$ cat config.mk
export PLATFORM = sky130hd
export DESIGN_NAME = ict_timing
export DESIGN_NICKNAME = d
export VERILOG_FILES = /design/src/verilog/ict_pkg.sv /design/src/verilog/ict_timing.sv
export VERILOG_INCLUDE_DIRS = /design/src /design/src/verilog
export SDC_FILE = /design/constraint.sdc
export NUM_CORES = 1
export LEC_CHECK = 0
export ABC_AREA = 1
export BUFFER_PORTS_ARGS = -buffer_cell sky130_fd_sc_hd__buf_2
export CORE_AREA = 2 2 73 75
export CTS_BUF_LIST = sky130_fd_sc_hd__clkbuf_16
export DETAILED_ROUTE_END_ITERATION = 8
export DIE_AREA = 0 0 75 77
export PLACE_DENSITY = 0.81
export SYNTH_ARGS = -nofsm -noshare
export SYNTH_HDL_FRONTEND = slang
export SYNTH_SLANG_ARGS = --single-unit
$ cat constraint.sdc
create_clock -name sys_clk -period 2.65 [get_ports sys_clk]
set_input_delay 0.1325 -clock sys_clk [delete_from_list [all_inputs] [get_ports sys_clk]]
set_output_delay 0.1325 -clock sys_clk [all_outputs]
set_load 0.01 [all_outputs]
$ cat src/verilog/ict_defs.svh
// Timing figures for the instruction cycle timing block
`ifndef ICT_DEFS_SVH
`define ICT_DEFS_SVH
`define ICT_CLK_PERIOD_NS 4
`define ICT_SHIFT_MIN 6
`define ICT_SHIFT_MAX_CNT 63
`define ICT_ROTX_IMM_MAX 8
`define ICT_SHIFT_IMM_TOTAL 6
`define ICT_SHIFT_IMM_HEAD 4
`define ICT_SHIFT_MEM_TOTAL 6
`define ICT_SHIFT_MEM_TAIL 2
`define ICT_BIT_IMM_TOTAL 6
`define ICT_BIT_TEST_TOTAL 4
`define ICT_BIT_MEM_TOTAL 8
`define ICT_BIT_MEM_HEAD 2
`define ICT_BIT_MEM_TAIL 2
`define ICT_BR_TAKEN 8
`define ICT_BR_BYTE_NT 4
`define ICT_BR_WORD_NT 4
`define ICT_BR_LONG_NT 6
`define ICT_DB_TRUE 4
`define ICT_DB_EXPIRE 6
`define ICT_DB_LOOP 10
`define ICT_DBL_TRUE 6
`define ICT_DBL_EXPIRE 8
`define ICT_DBL_LOOP 10
`define ICT_CHK_SAVE 3
`define ICT_CHK_OP_NOEX 18
`define ICT_CHK_OP_EX 52
`define ICT_LONG_EXTRA 2
`endif

$ cat src/verilog/ict_pkg.sv
// Types for the instruction cycle timing block
package ict_pkg;
	typedef enum logic [3:0] {
		ICT_SHIFT_REG, ICT_SHIFT_IMM, ICT_SHIFT_MEM, ICT_ROTX_REG, ICT_ROTX_IMM,
		ICT_BIT_IMM, ICT_BIT_TEST_IMM, ICT_BIT_MEM, ICT_BRANCH, ICT_DEC_BRANCH, ICT_BOUNDS
	} ict_op_t;
	typedef struct packed {
		ict_op_t op;
		logic [5:0] count;
		logic [1:0] size;
		logic taken;
		logic expired;
		logic loopMode;
		logic isLong;
		logic exception;
		logic [7:0] eaClocks;
	} ict_req_t;
	typedef struct packed {
		logic [7:0] head;
		logic [7:0] tail;
		logic [7:0] total;
		logic [3:0] reads;
		logic [3:0] fetches;
		logic [3:0] writes;
	} ict_res_t;
endpackage

$ cat src/verilog/ict_timing.sv
// Instruction cycle timing calculator
`include "ict_defs.svh"
`timescale 1ns/100ps
`default_nettype none
module ict_timing (
	input wire logic sys_clk,
	input wire logic reset,
	input wire logic reqValid,
	input wire ict_pkg::ict_req_t req,
	input wire logic busMode16,
	output logic resValid,
	output ict_pkg::ict_res_t res,
	output logic modeError
);
	ict_pkg::ict_res_t next_res;
	logic next_resValid;
	logic next_modeError;
	logic busModeMeta;
	logic busModeSync;
	logic next_busModeMeta;
	logic next_busModeSync;

	// The bus-width strap is not tied to this clock, so it is retimed before use
	always_comb begin
		next_busModeMeta = busMode16;
		next_busModeSync = busModeMeta;
	end

	always_ff @(posedge sys_clk) begin
		if (reset) begin
			// Assume the wide bus until the strap has been sampled
			busModeMeta <= 1'b1;
			busModeSync <= 1'b1;
		end else begin
			busModeMeta <= next_busModeMeta;
			busModeSync <= next_busModeSync;
		end
	end

	function automatic logic [7:0] shiftClocks(input logic [5:0] n);
		logic [7:0] q;
		logic [7:0] r;
		logic [7:0] t;
		logic [7:0] v;
		q = {4'h0, n[5:2]};
		r = {6'h00, n[1:0]};
		t = 8'h03 + q + r + {7'h00, q[0] ^ r[0] ^ 1'b1};
		v = (t < 8'h06) ? 8'h06 : t;
		shiftClocks = v;
	endfunction

	function automatic logic [7:0] maxSix(input logic [7:0] t);
		maxSix = (t < 8'h06) ? 8'h06 : t;
	endfunction

	function automatic ict_pkg::ict_res_t mk(input logic [7:0] h, input logic [7:0] tl,
		input logic [7:0] tot, input logic [3:0] r, input logic [3:0] p, input logic [3:0] w);
		ict_pkg::ict_res_t o;
		o.head = h;
		o.tail = tl;
		o.total = tot;
		o.reads = r;
		o.fetches = p;
		o.writes = w;
		mk = o;
	endfunction

	always_comb begin
		logic [7:0] n8;
		logic [7:0] ex;
		logic [3:0] busRd;
		n8 = {2'h0, req.count};
		ex = req.isLong ? 8'(`ICT_LONG_EXTRA) : 8'h00;
		busRd = req.isLong ? 4'h2 : 4'h1;
		next_res = mk(8'h00, 8'h00, 8'h00, 4'h0, 4'h0, 4'h0);
		next_resValid = reqValid;
		next_modeError = reqValid & ~busModeSync;
		case (req.op)
			ict_pkg::ICT_SHIFT_REG: begin
				next_res = mk(shiftClocks(req.count), 8'h00, shiftClocks(req.count), 4'h0, 4'h1, 4'h0);
			end
			ict_pkg::ICT_SHIFT_IMM: begin
				next_res = mk(8'(`ICT_SHIFT_IMM_HEAD), 8'h00, 8'(`ICT_SHIFT_IMM_TOTAL), 4'h0, 4'h1, 4'h0);
			end
			ict_pkg::ICT_SHIFT_MEM: begin
				next_res = mk(8'h00, 8'(`ICT_SHIFT_MEM_TAIL), 8'(`ICT_SHIFT_MEM_TOTAL), 4'h0, 4'h1, 4'h1);
			end
			ict_pkg::ICT_ROTX_REG: begin
				next_res = mk(maxSix(8'h03 + n8 + {7'h00, ~n8[0]}), 8'h00,
					maxSix(8'h03 + n8 + {7'h00, ~n8[0]}), 4'h0, 4'h1, 4'h0);
			end
			ict_pkg::ICT_ROTX_IMM: begin
				// Counts above the documented maximum are clamped rather than extrapolated
				if (n8 > 8'(`ICT_ROTX_IMM_MAX)) begin
					n8 = 8'(`ICT_ROTX_IMM_MAX);
				end
				next_res = mk(maxSix(8'h02 + n8 + {7'h00, n8[0]}), 8'h00,
					maxSix(8'h02 + n8 + {7'h00, n8[0]}), 4'h0, 4'h1, 4'h0);
			end
			ict_pkg::ICT_BIT_IMM: begin
				next_res = mk(8'h02, 8'h00, 8'(`ICT_BIT_IMM_TOTAL) + req.eaClocks, 4'h0, 4'h2, 4'h0);
			end
			ict_pkg::ICT_BIT_TEST_IMM: begin
				next_res = mk(8'h02, 8'h00, 8'(`ICT_BIT_TEST_TOTAL) + req.eaClocks, 4'h0, 4'h2, 4'h0);
			end
			ict_pkg::ICT_BIT_MEM: begin
				next_res = mk(8'(`ICT_BIT_MEM_HEAD), 8'(`ICT_BIT_MEM_TAIL), 8'(`ICT_BIT_MEM_TOTAL),
					4'h0, 4'h1, 4'h1);
			end
			ict_pkg::ICT_BRANCH: begin
				if (req.taken) begin
					next_res = mk(8'h02, 8'hFE, 8'(`ICT_BR_TAKEN), 4'h0, 4'h2, 4'h0);
				end else if (req.size == 2'h0) begin
					next_res = mk(8'h02, 8'h00, 8'(`ICT_BR_BYTE_NT), 4'h0, 4'h1, 4'h0);
				end else if (req.size == 2'h1) begin
					next_res = mk(8'h00, 8'h00, 8'(`ICT_BR_WORD_NT), 4'h0, 4'h2, 4'h0);
				end else begin
					next_res = mk(8'h00, 8'h00, 8'(`ICT_BR_LONG_NT), 4'h0, 4'h3, 4'h1);
				end
			end
			ict_pkg::ICT_DEC_BRANCH: begin
				// Taken means condition true; expired means counter reached -1
				if (!req.loopMode) begin
					if (req.taken) begin
						next_res = mk(8'h01, 8'h01, 8'(`ICT_DB_TRUE), 4'h0, 4'h2, 4'h0);
					end else if (req.expired) begin
						next_res = mk(8'h02, 8'h00, 8'(`ICT_DB_EXPIRE), 4'h0, 4'h2, 4'h0);
					end else begin
						next_res = mk(8'h06, 8'hFE, 8'(`ICT_DB_LOOP), 4'h0, 4'h2, 4'h0);
					end
				end else begin
					if (req.taken) begin
						next_res = mk(8'h04, 8'h00, 8'(`ICT_DBL_TRUE), 4'h0, 4'h1, 4'h0);
					end else if (req.expired) begin
						next_res = mk(8'h06, 8'h00, 8'(`ICT_DBL_EXPIRE), 4'h0, 4'h1, 4'h0);
					end else begin
						next_res = mk(8'h06, 8'h00, 8'(`ICT_DBL_LOOP), 4'h0, 4'h0, 4'h0);
					end
				end
			end
			ict_pkg::ICT_BOUNDS: begin
				// Plain sum of the three steps; overlap credit is left to the caller
				if (req.exception) begin
					next_res = mk(8'h01, 8'hFE + ex,
						8'(`ICT_CHK_SAVE) + req.eaClocks + 8'(`ICT_CHK_OP_EX) + ex,
						busRd + 4'h2, 4'h2, 4'h6);
				end else begin
					next_res = mk(8'h01, ex, 8'(`ICT_CHK_SAVE) + req.eaClocks + 8'(`ICT_CHK_OP_NOEX) + ex,
						busRd, 4'h1, 4'h0);
				end
			end
			default: begin
				next_resValid = 1'b0;
			end
		endcase
	end

	always_ff @(posedge sys_clk) begin
		if (reset) begin
			resValid <= 1'b0;
			res <= '0;
			modeError <= 1'b0;
		end else begin
			resValid <= next_resValid;
			res <= next_res;
			modeError <= next_modeError;
		end
	end

	property p_shift_floor;
		@(posedge sys_clk) disable iff (reset)
		(reqValid && req.op == ict_pkg::ICT_SHIFT_REG) |=> (res.total >= 8'h06 && res.total <= 8'h16);
	endproperty
	a_shift_floor: assert property (p_shift_floor) else $error("shift clocks out of range");

	property p_shift63;
		@(posedge sys_clk) disable iff (reset)
		(reqValid && req.op == ict_pkg::ICT_SHIFT_REG && req.count == 6'h3F) |=> res.total == 8'h16;
	endproperty
	a_shift63: assert property (p_shift63) else $error("count 63 not 22 clocks");

	property p_shift_imm;
		@(posedge sys_clk) disable iff (reset)
		(reqValid && req.op == ict_pkg::ICT_SHIFT_IMM) |=> (res.total == 8'h06 && res.head == 8'h04);
	endproperty
	a_shift_imm: assert property (p_shift_imm) else $error("immediate shift timing wrong");

	property p_rotx_reg;
		@(posedge sys_clk) disable iff (reset)
		(reqValid && req.op == ict_pkg::ICT_ROTX_REG && req.count == 6'h0A) |=> res.total == 8'h0E;
	endproperty
	a_rotx_reg: assert property (p_rotx_reg) else $error("rotate extend reg timing wrong");

	property p_rotx_imm;
		@(posedge sys_clk) disable iff (reset)
		(reqValid && req.op == ict_pkg::ICT_ROTX_IMM && req.count == 6'h07) |=> res.total == 8'h0A;
	endproperty
	a_rotx_imm: assert property (p_rotx_imm) else $error("rotate extend imm timing wrong");

	property p_bit_mem;
		@(posedge sys_clk) disable iff (reset)
		(reqValid && req.op == ict_pkg::ICT_BIT_MEM) |=> (res.total == 8'h08 && res.writes == 4'h1);
	endproperty
	a_bit_mem: assert property (p_bit_mem) else $error("memory bit op timing wrong");

	property p_branch_taken;
		@(posedge sys_clk) disable iff (reset)
		(reqValid && req.op == ict_pkg::ICT_BRANCH && req.taken) |=> (res.total == 8'h08 && res.fetches == 4'h2);
	endproperty
	a_branch_taken: assert property (p_branch_taken) else $error("taken branch timing wrong");

	property p_db_loop;
		@(posedge sys_clk) disable iff (reset)
		(reqValid && req.op == ict_pkg::ICT_DEC_BRANCH && req.loopMode && !req.taken && !req.expired)
		|=> (res.total == 8'h0A && res.fetches == 4'h0);
	endproperty
	a_db_loop: assert property (p_db_loop) else $error("loop mode branch timing wrong");

	property p_bounds;
		@(posedge sys_clk) disable iff (reset)
		(reqValid && req.op == ict_pkg::ICT_BOUNDS && !req.exception && !req.isLong)
		|=> res.total == $past(req.eaClocks) + 8'h15;
	endproperty
	a_bounds: assert property (p_bounds) else $error("bounds check total wrong");

	property p_mode;
		@(posedge sys_clk) disable iff (reset)
		(reqValid && !busModeSync) |=> modeError;
	endproperty
	a_mode: assert property (p_mode) else $error("bus mode error not flagged");

	property p_mode_clear;
		@(posedge sys_clk) disable iff (reset)
		(!reqValid || busModeSync) |=> !modeError;
	endproperty
	a_mode_clear: assert property (p_mode_clear) else $error("bus mode error raised without cause");

	property p_shift_mem;
		@(posedge sys_clk) disable iff (reset)
		(reqValid && req.op == ict_pkg::ICT_SHIFT_MEM)
		|=> (res.total == 8'h06 && res.tail == 8'h02 && res.writes == 4'h1);
	endproperty
	a_shift_mem: assert property (p_shift_mem) else $error("memory shift timing wrong");

	property p_rotx_reg63;
		@(posedge sys_clk) disable iff (reset)
		(reqValid && req.op == ict_pkg::ICT_ROTX_REG && req.count == 6'h3F)
		|=> (res.total == 8'h42 && res.head == 8'h42);
	endproperty
	a_rotx_reg63: assert property (p_rotx_reg63) else $error("rotate extend count 63 timing wrong");

	property p_rotx_imm8;
		@(posedge sys_clk) disable iff (reset)
		(reqValid && req.op == ict_pkg::ICT_ROTX_IMM && req.count >= 6'h08)
		|=> (res.total == 8'h0A && res.head == 8'h0A);
	endproperty
	a_rotx_imm8: assert property (p_rotx_imm8) else $error("rotate extend count 8 timing wrong");

	property p_bit_imm;
		@(posedge sys_clk) disable iff (reset)
		(reqValid && req.op == ict_pkg::ICT_BIT_IMM)
		|=> (res.total == $past(req.eaClocks) + 8'h06 && res.fetches == 4'h2);
	endproperty
	a_bit_imm: assert property (p_bit_imm) else $error("immediate bit op timing wrong");

	property p_bit_test;
		@(posedge sys_clk) disable iff (reset)
		(reqValid && req.op == ict_pkg::ICT_BIT_TEST_IMM)
		|=> (res.total == $past(req.eaClocks) + 8'h04 && res.fetches == 4'h2);
	endproperty
	a_bit_test: assert property (p_bit_test) else $error("immediate bit test timing wrong");

	property p_branch_long_nt;
		@(posedge sys_clk) disable iff (reset)
		(reqValid && req.op == ict_pkg::ICT_BRANCH && !req.taken && req.size[1])
		|=> (res.total == 8'h06 && res.fetches == 4'h3 && res.writes == 4'h1);
	endproperty
	a_branch_long_nt: assert property (p_branch_long_nt) else $error("long branch not taken timing wrong");

	property p_db_true;
		@(posedge sys_clk) disable iff (reset)
		(reqValid && req.op == ict_pkg::ICT_DEC_BRANCH && !req.loopMode && req.taken)
		|=> (res.total == 8'h04 && res.head == 8'h01 && res.tail == 8'h01);
	endproperty
	a_db_true: assert property (p_db_true) else $error("decrement branch true timing wrong");

	property p_db_loop_expire;
		@(posedge sys_clk) disable iff (reset)
		(reqValid && req.op == ict_pkg::ICT_DEC_BRANCH && req.loopMode && !req.taken && req.expired)
		|=> (res.total == 8'h08 && res.fetches == 4'h1);
	endproperty
	a_db_loop_expire: assert property (p_db_loop_expire) else $error("loop mode expiry timing wrong");

	property p_bounds_ex;
		@(posedge sys_clk) disable iff (reset)
		(reqValid && req.op == ict_pkg::ICT_BOUNDS && req.exception && !req.isLong)
		|=> (res.total == $past(req.eaClocks) + 8'h37 && res.reads == 4'h3 && res.writes == 4'h6);
	endproperty
	a_bounds_ex: assert property (p_bounds_ex) else $error("bounds check exception timing wrong");

	property p_bounds_long;
		@(posedge sys_clk) disable iff (reset)
		(reqValid && req.op == ict_pkg::ICT_BOUNDS && !req.exception && req.isLong)
		|=> (res.total == $past(req.eaClocks) + 8'h17 && res.reads == 4'h2);
	endproperty
	a_bounds_long: assert property (p_bounds_long) else $error("long bounds check timing wrong");
endmodule
`default_nettype wire

==> flow_metrics.tcl <==
set metrics [dict create \
    cts_tree "yes" \
    cts_setup_buffers 0 \
    r2r_cells 1 \
    synthTopCellsByCount "61 x inv_1, 54 x nand2_1, 39 x nor2_1" \
    post_cts_resize_count 0 \
    antenna_found_initial 0 \
    synth.distinct_cells 39 \
    coreArea_um2 4980 \
    crit_type "in2reg" \
    post_synth.cell_area_avg_um2 6.71 \
    io_pins 67 \
    cts.clk_slew.worst_paths_ns 0.05 \
    cts_sinks 29 \
    crit_arrival_ns 2.05 \
    grt_pass1_wl_um 9780 \
    nNetsFinal 475 \
    grt_pass1_vias 2221 \
    yosysMostFrequentCell "inv_1" \
    r2r_start "busModeMeta" \
    synth_edf_count 0 \
    wl_um 5970 \
    hold_viol 0 \
    diodes 0 \
    outcome "finished, final reports clean" \
    ys_top_cells_by_area "dfxtp_1 24%, ha_1 13%, inv_1 9.5%" \
    synth_top_family_by_area "simple AND/OR/NAND/NOR gates" \
    gp_congestion 0.952 \
    synth_xor_xnor_area_share_pct 2.89 \
    leakage_nw 1.57 \
    postSynthCellCount 361 \
    required_ns 2.80 \
    groute.usage.overall_pct 21.6 \
    synth_compound_area_share_pct 14.3 \
    cts_max_level 2 \
    port_buffers 61 \
    rows 26 \
    antenna_left 0 \
    hpwl_um 4920 \
    setup_tns_ns 0 \
    setup_viol 0 \
    hold_slack_ns 0.0477 \
    cp_max_fo 4 \
    fin_crit_sh_pct 71.9 \
    ys_ff_latch 29 \
    max_freq_ghz 0.525 \
    slew_viol_final 0 \
    whs_path_depth 2 \
    rsz0062_at_grt "no" \
    hold_buffers 0 \
    cts_buffer_depth 2 \
    cap_viol_max_count 0 \
    synthMuxAreaShare_pct 0.413 \
    dr_total_vias 2496 \
    drc 0 \
    grt_overflow 0 \
    syn_area_um2 2420 \
    die_y_um 77 \
    synthArstFlopShare_pct 0 \
    detail_route.vias_per_cell 5.08 \
    first_pass_iters 5 \
    grt_max_degree 24 \
    skew_ns 0.0000631 \
    ys_seq_area_share_pct 24.0 \
    start_kind "input pin" \
    clk_latency_ns 0.27 \
    fillers 497 \
    root_buffer "clkbuf_16" \
    ys.flop_type "dfxtp_1" \
    rr_endpoint "busModeSync" \
    yosysWarningCount 0 \
    cp-end-kind "flip-flop" \
    power_w 0.00131 \
    area_growth_pct 19.0 \
    min_period_ns 1.90 \
    post-synth-top-area-cell "dfxtp_1" \
    drtIter0Drc 159 \
    regToRegSetupSlack_ns 2.00 \
    initial_core_util_pct 48.7 \
    synth-simple-area-share_pct 31.2 \
    die_x_um 75 \
    cts_buffers 5 \
    dieArea_um2 5780 \
    yosys.area_share.adder_pct 13.7 \
    drive_gt1_share_pct 21.4 \
    hold_end "busModeMeta" \
    hp-class "in2reg" \
    synth_top_cell_area_share_pct 24.0 \
    vdd_drop_max_mv 0.253 \
    wl_per_cell_um 12.2 \
    hold_start "busMode16" \
    p_per_area_nw_per_um2 456 \
]
-- sequential cells by signal (all words and copies together) (netlist names) --
register and count:
res 25, modeError 1, resValid 1, busModeMeta 1, busModeSync 1
-- cell type report --
cell class	count	area, um^2	area share (%)
Clock buffer	5	125	4.34
Clock inverter	3	17.5	0.608
Inverter	62	233	8.07
Multi-Input combinational cell	261	1530	53.2
Sequential cell	29	581	20.1
Tap cell	70	87.6	3.04
Timing Repair Buffer	61	305	10.6
-- worst max-delay path: stages --
cell and delay, ns:
buf_2 0.12, inv_1 0.06, ha_1 0.30, xnor2_1 0.13, ha_1 0.21, fa_1 0.41
xnor2_1 0.19, a21oi_1 0.11, or2_2 0.27, nor2_1 0.08, nor2_1 0.04
-- kinds of logic after synthesis --
| group | count (synthesis) |
|---|---|
| AO/OA/AOI/OAI | 60 |
| flip-flops | 29 |
| buffers and inverters | 75 |
| other | 1 |
| XOR/XNOR | 8 |
| adder cells (fa/ha/maj) | 26 |
| AND/OR/NAND/NOR | 161 |
| multiplexers | 1 |
-- cells in the final DEF, fill, tap and decap left out, types with 14 or more instances in the layout --
cell type   n
ha_1       25
nor2_1     39
buf_2      61
nand2_1    54
dfxtp_1    29
inv_1      61
o21ai_0    16
a21oi_1    24
nor3_1     14
nand3_1    25
-- worst max-delay path by stage --
stage                 start  endpoint  cells after the start
floorplan           req[15]   res[30]                     10
global placement    req[15]   res[30]                     11
detailed placement  req[15]   res[30]                     11
CTS                 req[15]   res[30]                     11
global route        req[15]   res[28]                     12
finish              req[15]   res[30]                     11
-- metal layers --
layer	share of wire, %	track usage [%]
met2	47	34.8
met3	7.2	3.81
met5	0	0
met1	45	29.2
met4	1.1	5.89
-- through the flow --
stage / std cells / util (%) / area (um^2) / setup slack (ns)
after floorplan: 365 / - / 2440 / 0.708
after global placement: 483 / 55.1 / 2740 / 0.509
after detailed placement: 483 / 55.1 / 2740 / 0.465
after CTS: 491 / 57.9 / 2880 / 0.760
after global routing: 491 / 57.9 / 2880 / 0.606
final: 491 / 57.9 / 2880 / 0.746
-- where the power goes --
group | leakage (nW) | switching, W | internal (W)
sequential | 0.236 | 0.00000434 | 0.000454
clock | 0.0696 | 0.000189 | 0.000343
combinational | 1.26 | 0.000205 | 0.000118
(Power assumes the default switching activity.)
